### src/pkg/paoc_pkg.sv
// Constants and types shared by the converter output control block
package paoc_pkg;
    localparam int CODE_W = 14;
    localparam int PIPE_DEPTH = 5;
    localparam int ADDR_W = 4;
    // Register byte offsets
    localparam logic [ADDR_W-1:0] OFS_CTRL = 4'h0;
    localparam logic [ADDR_W-1:0] OFS_STATUS = 4'h4;
    localparam logic [ADDR_W-1:0] OFS_DATA = 4'h8;
    localparam logic [ADDR_W-1:0] OFS_INT_STAT = 4'hC;
    // Mask sits beyond the 4-bit window low bits; use a wider compare
    localparam logic [4:0] OFS_INT_MASK = 5'h10;
    // Field positions
    localparam int CTRL_CONV_EN = 0;
    localparam int EV_WORD = 0;
    localparam int EV_RANGE = 1;
    localparam int EV_LOCK = 2;
    localparam int EV_W = 3;
    localparam int ST_TWOS = 2;
    localparam int ST_STAB = 3;
    localparam int ST_LOCK = 4;
    localparam int ST_DRIVE = 5;
    // Reset values
    localparam logic [31:0] CTRL_RST = 32'h0000_0001;
    localparam logic [EV_W-1:0] MASK_RST = 3'h0;
    // Timing
    localparam int CLK_MHZ = 40;
    localparam int STOP_NS = 2000;
    localparam int STOP_CYC = (STOP_NS * CLK_MHZ) / 1000;
    localparam int LOCK_EDGES = 100;
    localparam int PER_W = 12;

    typedef enum logic [1:0] {
        PS_NORMAL = 2'b00,
        PS_HIZ = 2'b01,
        PS_NAP = 2'b10,
        PS_SLEEP = 2'b11
    } paoc_power_t;

    // Four-level format pin, coded low to high
    typedef enum logic [1:0] {
        MODE_GND = 2'b00,
        MODE_THIRD = 2'b01,
        MODE_TWO_THIRDS = 2'b10,
        MODE_FULL = 2'b11
    } paoc_mode_t;

    typedef struct packed {
        logic over;
        logic [CODE_W-1:0] code;
    } paoc_word_t;
endpackage

### src/verilog/paoc_top.sv
// Pipelined converter output control: sampling, latency, format, power
`timescale 1ns/10ps
module paoc_top #(
    parameter int LOCK_COUNT = paoc_pkg::LOCK_EDGES,
    parameter int STOP_COUNT = paoc_pkg::STOP_CYC
) (
    input wire logic clock,
    input wire logic nrst,
    input wire logic convClock,
    input wire logic powerDownSelect,
    input wire logic outEnableN,
    input wire logic [1:0] formatLevel,
    input wire paoc_pkg::paoc_word_t frontEnd,
    output paoc_pkg::paoc_word_t busWord,
    output logic [paoc_pkg::CODE_W-1:0] sampleBits,
    output logic sampleBitsOe,
    output logic rangeExceededFlag,
    output logic rangeExceededOe,
    output logic holdPhase,
    output paoc_pkg::paoc_power_t powerState,
    input wire logic [4:0] avsAddress,
    input wire logic avsRead,
    input wire logic avsWrite,
    input wire logic [31:0] avsWritedata,
    output logic [31:0] avsReaddata,
    output logic avsWaitrequest,
    output logic irq
);
    import paoc_pkg::*;

    function automatic logic stabFromMode(input logic [1:0] m);
        stabFromMode = (m == MODE_THIRD) || (m == MODE_TWO_THIRDS);
    endfunction

    function automatic logic twosFromMode(input logic [1:0] m);
        twosFromMode = (m == MODE_TWO_THIRDS) || (m == MODE_FULL);
    endfunction

    // Pin synchronisers; first stage feeds only the second
    logic [1:0] clkSync_q, pdSync_q, oeSync_q;
    logic [1:0] modeSync1_q, modeSync2_q;
    paoc_word_t feSync1_q, feSync2_q;
    logic clkPrev_q;
    always_ff @(posedge clock) begin
        if (!nrst) begin
            clkSync_q <= 2'h0;
            pdSync_q <= 2'h0;
            oeSync_q <= 2'h3;
            modeSync1_q <= 2'h0;
            modeSync2_q <= 2'h0;
            feSync1_q <= '0;
            feSync2_q <= '0;
            clkPrev_q <= 1'b0;
        end else begin
            clkSync_q <= {clkSync_q[0], convClock};
            pdSync_q <= {pdSync_q[0], powerDownSelect};
            oeSync_q <= {oeSync_q[0], outEnableN};
            modeSync1_q <= formatLevel;
            modeSync2_q <= modeSync1_q;
            feSync1_q <= frontEnd;
            feSync2_q <= feSync1_q;
            clkPrev_q <= clkSync_q[1];
        end
    end

    logic pdS, oeNS, stabOn, twosOn, clkRise;
    assign pdS = pdSync_q[1];
    assign oeNS = oeSync_q[1];
    assign stabOn = stabFromMode(modeSync2_q);
    assign twosOn = twosFromMode(modeSync2_q);
    // Only the rising edge is used; the falling edge never starts work
    assign clkRise = clkSync_q[1] & ~clkPrev_q;

    // Power state straight from the two static pins
    always_comb begin
        if (!pdS && !oeNS) begin
            powerState = PS_NORMAL;
        end else if (!pdS) begin
            powerState = PS_HIZ;
        end else if (!oeNS) begin
            powerState = PS_NAP;
        end else begin
            powerState = PS_SLEEP;
        end
    end

    logic [31:0] ctrl_q;
    logic running, convRise;
    assign running = !pdS && ctrl_q[CTRL_CONV_EN];
    assign convRise = clkRise && running;

    // Period measure for the stabilizer; a stopped clock drops lock
    logic [PER_W-1:0] perCnt_q, period_q;
    logic [7:0] edges_q;
    logic locked, stopped;
    assign stopped = perCnt_q >= PER_W'(STOP_COUNT);
    assign locked = edges_q >= 8'(LOCK_COUNT);
    always_ff @(posedge clock) begin
        if (!nrst) begin
            perCnt_q <= '0;
            period_q <= '0;
            edges_q <= 8'h00;
        end else if (clkRise) begin
            perCnt_q <= '0;
            period_q <= perCnt_q;
            if (!locked) begin
                edges_q <= edges_q + 8'h01;
            end
        end else begin
            if (!stopped) begin
                perCnt_q <= perCnt_q + PER_W'(1);
            end else begin
                edges_q <= 8'h00;
            end
        end
    end

    // Hold lasts half a measured period with the stabilizer, else the pin
    always_comb begin
        if (stabOn) begin
            // Count runs 0 to period-1, so round the half up for 50%
            holdPhase = perCnt_q < ((period_q + PER_W'(1)) >> 1);
        end else begin
            holdPhase = clkSync_q[1];
        end
    end

    // Sample held at the rise, then aligned through the stage registers
    paoc_word_t pipe_q [PIPE_DEPTH];
    always_ff @(posedge clock) begin
        if (!nrst) begin
            pipe_q[0] <= '0;
        end else if (convRise) begin
            pipe_q[0] <= feSync2_q;
        end
    end
    genvar gi;
    generate
        for (gi = 1; gi < PIPE_DEPTH; gi++) begin : gStage
            always_ff @(posedge clock) begin
                if (!nrst) begin
                    pipe_q[gi] <= '0;
                end else if (convRise) begin
                    pipe_q[gi] <= pipe_q[gi-1];
                end
            end
        end
    endgenerate

    // Correction and format stage loads the output word
    paoc_word_t out_q;
    always_ff @(posedge clock) begin
        if (!nrst) begin
            out_q <= '0;
        end else if (convRise) begin
            out_q.over <= pipe_q[PIPE_DEPTH-1].over;
            out_q.code <= pipe_q[PIPE_DEPTH-1].code
                ^ {twosOn, {(CODE_W-1){1'b0}}};
        end
    end

    assign sampleBits = out_q.code;
    assign rangeExceededFlag = out_q.over;
    assign busWord = out_q;
    assign sampleBitsOe = (powerState == PS_NORMAL);
    assign rangeExceededOe = (powerState == PS_NORMAL);

    // Avalon slave: one wait state, writes land when waitrequest is low
    logic ack_q, req;
    logic [EV_W-1:0] intStat_q, intMask_q, events;
    logic lockedPrev_q;
    assign req = avsRead || avsWrite;
    assign avsWaitrequest = req && !ack_q;
    always_ff @(posedge clock) begin
        if (!nrst) begin
            ack_q <= 1'b0;
        end else begin
            ack_q <= req && !ack_q;
        end
    end

    logic wrDone;
    assign wrDone = avsWrite && ack_q;
    always_ff @(posedge clock) begin
        if (!nrst) begin
            ctrl_q <= CTRL_RST;
            intMask_q <= MASK_RST;
        end else if (wrDone) begin
            if (avsAddress == {1'b0, OFS_CTRL}) begin
                ctrl_q <= {31'h0000_0000, avsWritedata[CTRL_CONV_EN]};
            end else if (avsAddress == OFS_INT_MASK) begin
                intMask_q <= avsWritedata[EV_W-1:0];
            end
        end
    end

    always_ff @(posedge clock) begin
        if (!nrst) begin
            lockedPrev_q <= 1'b0;
        end else begin
            lockedPrev_q <= locked;
        end
    end

    assign events[EV_WORD] = convRise;
    assign events[EV_RANGE] = convRise && pipe_q[PIPE_DEPTH-1].over;
    assign events[EV_LOCK] = locked && !lockedPrev_q;

    // Set beats a same-cycle write-one clear
    logic [EV_W-1:0] clrBits;
    always_comb begin
        clrBits = '0;
        if (wrDone && avsAddress == {1'b0, OFS_INT_STAT}) begin
            clrBits = avsWritedata[EV_W-1:0];
        end
    end
    always_ff @(posedge clock) begin
        if (!nrst) begin
            intStat_q <= '0;
        end else begin
            intStat_q <= (intStat_q & ~clrBits) | events;
        end
    end
    assign irq = |(intStat_q & intMask_q);

    logic [31:0] statusWord;
    always_comb begin
        statusWord = 32'h0000_0000;
        statusWord[1:0] = powerState;
        statusWord[ST_TWOS] = twosOn;
        statusWord[ST_STAB] = stabOn;
        statusWord[ST_LOCK] = locked;
        statusWord[ST_DRIVE] = sampleBitsOe;
    end

    always_ff @(posedge clock) begin
        if (!nrst) begin
            avsReaddata <= 32'h0000_0000;
        end else if (avsRead && !ack_q) begin
            if (avsAddress == {1'b0, OFS_CTRL}) begin
                avsReaddata <= ctrl_q;
            end else if (avsAddress == {1'b0, OFS_STATUS}) begin
                avsReaddata <= statusWord;
            end else if (avsAddress == {1'b0, OFS_DATA}) begin
                avsReaddata <= {17'h00000, out_q};
            end else if (avsAddress == {1'b0, OFS_INT_STAT}) begin
                avsReaddata <= {29'h0000_0000, intStat_q};
            end else if (avsAddress == OFS_INT_MASK) begin
                avsReaddata <= {29'h0000_0000, intMask_q};
            end else begin
                avsReaddata <= 32'h0000_0000;
            end
        end
    end
endmodule

### config.mk
export PLATFORM = sky130hd
export DESIGN_NAME = paoc_top
export DESIGN_NICKNAME = d
export VERILOG_FILES = /design/src/pkg/paoc_pkg.sv /design/src/verilog/paoc_top.sv
export SDC_FILE = /design/constraint.sdc
export NUM_CORES = 1
export LEC_CHECK = 0
export BUFFER_PORTS_ARGS = -buffer_cell sky130_fd_sc_hd__buf_2
export CAP_MARGIN = 20
export CORE_MARGIN = 3
export CORE_UTILIZATION = 56
export CTS_CLUSTER_SIZE = 30
export DETAILED_ROUTE_END_ITERATION = 10
export HOLD_SLACK_MARGIN = 0.03
export PLACE_DENSITY = 0.8
export SKIP_LAST_GASP = 1
export SLEW_MARGIN = 20
export SYNTH_ARGS = -nofsm -noshare
export SYNTH_HDL_FRONTEND = slang
export SYNTH_SLANG_ARGS = --single-unit
### constraint.sdc
create_clock -name clock -period 9 [get_ports clock]
set_input_delay 1.8 -clock clock [delete_from_list [all_inputs] [get_ports clock]]
set_output_delay 1.8 -clock clock [all_outputs]
set_load 0.03 [all_outputs]
# Yosys cells after proc, flatten, opt, wreduce, memory -nomap -nowiden
# Memory sizes are Yosys's and may differ from the RTL's.
# Cells that the tools add are included.
[classes] add_sub_neg=3 order_cmp=3 eq_ne=8 muxes=22 bitwise_logic=14 n_reduce_logical=24
[op_table] cell="$mux 15" n=8
[op_table] cell="$add 12x1->12 const B" n=2
[op_table] cell="$mux 8" n=3
[op_table] cell="$xor 14x14->14" n=1
[op_table] cell="$ge 12x7->1 const B" n=1
[op_table] cell="$lt 12x11->1" n=1
[op_table] cell="$eq 5x4->1 const B" n=2
[op_table] cell="$logic_and 1x1->1" n=9
[op_table] cell="$mux 3" n=3
[op_table] cell="$add 8x1->8 const B" n=1
[op_table] cell="$ge 8x7->1 const B" n=1
[op_table] cell="$and 3x3->3" n=2
[op_table] cell="$mux 1" n=6
[op_table] cell="$eq 5x3->1 const B" n=1
[op_table] cell="$eq 5x5->1 const B" n=1
[op_table] cell="$logic_not 5->1" n=1
[op_table] cell="$or 1x1->1" n=5
[op_table] cell="$eq 2x2->1 const B" n=2
[op_table] cell="$logic_not 1->1" n=4
[op_table] cell="$mux 2" n=2
[op_table] cell="$reduce_and 2->1" n=2
[op_table] cell="$logic_or 1x1->1" n=3
[op_table] cell="$not 1->1" n=3
[op_table] cell="$not 3->3" n=1
[op_table] cell="other kinds (9)" n=9
[word_totals] reg_bits=129 mem_bits_rw=75 out_inout_bits=69 wordCells=96 n_memories=1
[mem_list] memory="pipe_q" words=5 width=15 rd=5 rd_ports_with_merged_regs=0 write_ports=5 line_no="paoc_top.sv:129" text="paoc_word_t pipe_q [PIPE_DEPTH];"

# Longest topological paths before layout
[depth] depth_word=7 ltp_mapped=10

# Worst setup path after synthesis
# Ideal clock, no wire load.
[synth_timing] path_type="input -> register" start="input nrst" end="memory pipe_q[0][0] (netlist bit), enable pin" t_arrival_ps=3751 required_ps=8571 slack_ps=4820 cell_stages=4 n_path_buf=2 cell_sequence="and2_1 -> clkbuf_1 -> clkbuf_1 -> inv_1"
[synth_rtl] item="start, declared" line_no="paoc_top.sv:8" text="input wire logic nrst,"
[synth_rtl] item="end, declared" line_no="paoc_top.sv:129"

# Worst setup path in the final report
[layout_timing] start="register period_q[2]" end="output holdPhase"
[layout_via] elab_chain_cells=3
[layout_rtl] item="start, declared" line_no="paoc_top.sv:93" text="logic [PER_W-1:0] perCnt_q, period_q;"
[layout_rtl] item="start signal, assigned" line_no="paoc_top.sv:105" text="period_q <= perCnt_q;"
[layout_rtl] item="$add 12x1->12" line_no="paoc_top.sv:122" text="holdPhase = perCnt_q < ((period_q + PER_W'(1)) >> 1);"
[layout_rtl] item="$lt 12x11->1" line_no="paoc_top.sv:122"
[layout_rtl] item="$mux 1" line_no="paoc_top.sv:120" text="if (stabOn) begin"
[layout_rtl] item="end, declared" line_no="paoc_top.sv:19" text="output logic holdPhase,"
# No other way between the ends.

==> metrics.txt <==
Core Util, Final=between 60% and 70%; Vias=4624; antenna violations before repair=0; Yosys warnings=0; Critical Path AT=around 2900 ps; htree depth=4; register-to-register setup slack=~6500 ps; slew margin rel.=36.8%; Seq pwr share=55.1%; hold path start=oeSync_q[0]$_SDFF_PN1_; reg-to-reg critical path endpoint=pipe_q[2][3]$_SDFFCE_PN0P_; mapped cell area=7450 µm²; overall routing resource usage=around 16%; I/O pins=130; Die ar.=14700 µm²; WL final=11900 µm; Wirelength per Cell=about 13 µm; final count of hold timing violations=0; design area=between 8000 and 9000 µm²; register bit total from synthesis=187; RD Place Congestion=approximately 0.87; syn avg cell area=11.4 µm²; critical path class=reg -> out; placed cells=863; busiest grt layer=met2; Post-Route Skew=a little under 20 ps; total internal power=1.30 mW; commonest non-fill, non-tap cells in the layout=115 x and2_1, 112 x dfxtp_1, 83 x buf_2; DRC=0; final worst-path cycle share=a little over half; Hold WS=between 400 and 500 ps; Max Slew Vio Count=0; vias in the first global route=4353; Final nets=788; Worst Hold Path Cells=1; TNS Setup=0 ps; Post-synth ARST share=0%; PD cells=slightly above 200 nW/µm²; cell leakage power=3.40 nW; Max Fclk=213 MHz; share of cells above drive strength 1=a little under a fifth; Die Width=121 µm; clk root buf=clkbuf_16; Final HPWL DP=~7900 µm; unrepaired setup endpoints after global routing=no; EDFF count, synth=75; # port buffers=83; Net Sw Frac=22.4%; Via density=slightly above 5; Clock Pin Slew Worst Setup and Hold Paths=approximately 60 ps; overflow left after global routing=0; Seq/Total Area, Yosys=roughly 60%; endpoints failing setup=0; Cell Count, Final, Fillers Out=slightly below 900; worst setup margin=4300 ps; DRT Pass-1 Iters=5; Psw=~0.37 mW; grt met1 use=18.3%; Logic pwr share=under 10%; Slew @ Worst Pin=947 ps; min Tclk post-route=about 4700 ps; CTS Buf Count=17; largest net degree at the start of global routing=76; Initial DRC Count=307; clock share of power=39.8%; total core area=around 13000 µm²; Tot Pwr=1.67 mW; hold buffer count at CTS=0; Setup Fix Bufs, Post-CTS=0; Initial Util=58.1%; reg-to-reg startpoint=clkSync_q[1]$_SDFF_PN0_; diodes inserted=0; Peak supply drop=0.151 mV; clk_lat worst skew=around 430 ps; R2R depth=6; Slowest cell on crit path=a2111oi_0; Req. time, crit path=7200 ps; Crit. End Element=primary output; M2 GR Usage=~28%; most used flip-flop cell after synthesis=dfxtp_1; synthesis-to-finish area growth=11.7%; CTS tree=done; Post-CTS Resized=0; worst stage delay on the critical path=520 ps; first-pass GRT wire length=between 15000 and 20000 µm; crit path max fanout=6; hold crit path type=reg -> reg; clk sinks=187; # rows=41; Die Y=121 µm; crit start category=register; unique cell type count in the Yosys netlist=64; crit path cell chain=nand4_1, nor2_1, nand4_1, xor2_1, ha_1, a2111oi_0, o211ai_1, o211ai_1, buf_2; Post-DP Area=7790 µm²; outcome=completed; met3 usage=4.43%; DP Worst Slack=4700 ps; max-cap violation count=0; worst hold endpoint=oeSync_q[1]$_SDFF_PN1_; cells after synthesis=656; DRT antenna net count=0; Clock Path Buffers=2; leading cell type in the layout, fill and taps excluded=and2_1
[worst max-delay path by stage]
stage,from,to,depth (start not counted)
floorplan,nrst,pipe_q[0][0]$_SDFFCE_PN0P_,4
global placement,period_q[2]$_SDFFE_PN0P_,holdPhase,9
detailed placement,period_q[2]$_SDFFE_PN0P_,holdPhase,9
CTS,period_q[2]$_SDFFE_PN0P_,holdPhase,9
global route,period_q[2]$_SDFFE_PN0P_,holdPhase,9
finish,period_q[2]$_SDFFE_PN0P_,holdPhase,9
[state kept, by name, summed over array words and instances, names as in the netlist, 3 cells and up]
signal	count
period_q	12
avsReaddata	15
edges_q	8
feSync2_q	15
feSync1_q	15
intStat_q	3
perCnt_q	12
sampleBits	14
pipe_q	75
intMask_q	3
[power by group through the flow]
stage	clock, mW	combinational, mW	sequential (mW)
floorplan	0	0.0663	0.942
global route	0.710	0.0929	0.924
detailed placement	0	0.0849	0.940
finish	0.666	0.0851	0.921
global placement	0	0.0819	0.938
CTS	0.677	0.0852	0.921
[Yosys cell counts (all sizes together), types with 9 or more instances]
master | n | area, µm²
and2 | 116 | 727
dfxtp | 112 | 2240
edfxtp | 75 | 2250
nand2 | 49 | 184
buf | 38 | 278
nor2 | 32 | 120
clkbuf | 30 | 113
a21oi | 28 | 140
ha | 17 | 213
a22o | 16 | 140
nand3 | 13 | 65.1
a22oi | 10 | 75.1
inv | 10 | 37.5
xnor2 | 9 | 78.8
[logic make-up after synthesis]
logic type      count (synthesis)  synth area share, %
xor+xnor                       15                 1.76
mux                             5                0.672
compound gates                 96                 9.34
other cells                     1               0.0503
buf+inv                        79                 5.80
simple gates                  256                 19.2
fa+ha+maj                      17                 2.86
flops                         187                 60.3
[final cells by class]
cell class | count | area [µm²]
well taps | 172 | 215
inverters | 11 | 41.3
clock inverters | 12 | 87.6
clock buffers | 19 | 443
fillers | 989 | 4510
repair buffers | 87 | 445
multi-input cells | 406 | 2590
flip-flops and latches | 187 | 4490
[per-layer routing]
metal	vias up	part of all wire, %
li1	2324	-
met1	2120	42
met2	162	50
met3	18	6.9
met4	0	1.5
met5	-	0
[worst max-delay path, delay by kind of cell, from the launching register on]
family | cells | cell delay (ps)
xor+xnor | 1 | 160
simple gates | 3 | 500
buf+inv | 1 | 220
compound gates | 3 | 860
fa+ha+maj | 1 | 290
flops | 1 | 430
(Power assumes the default switching activity.)
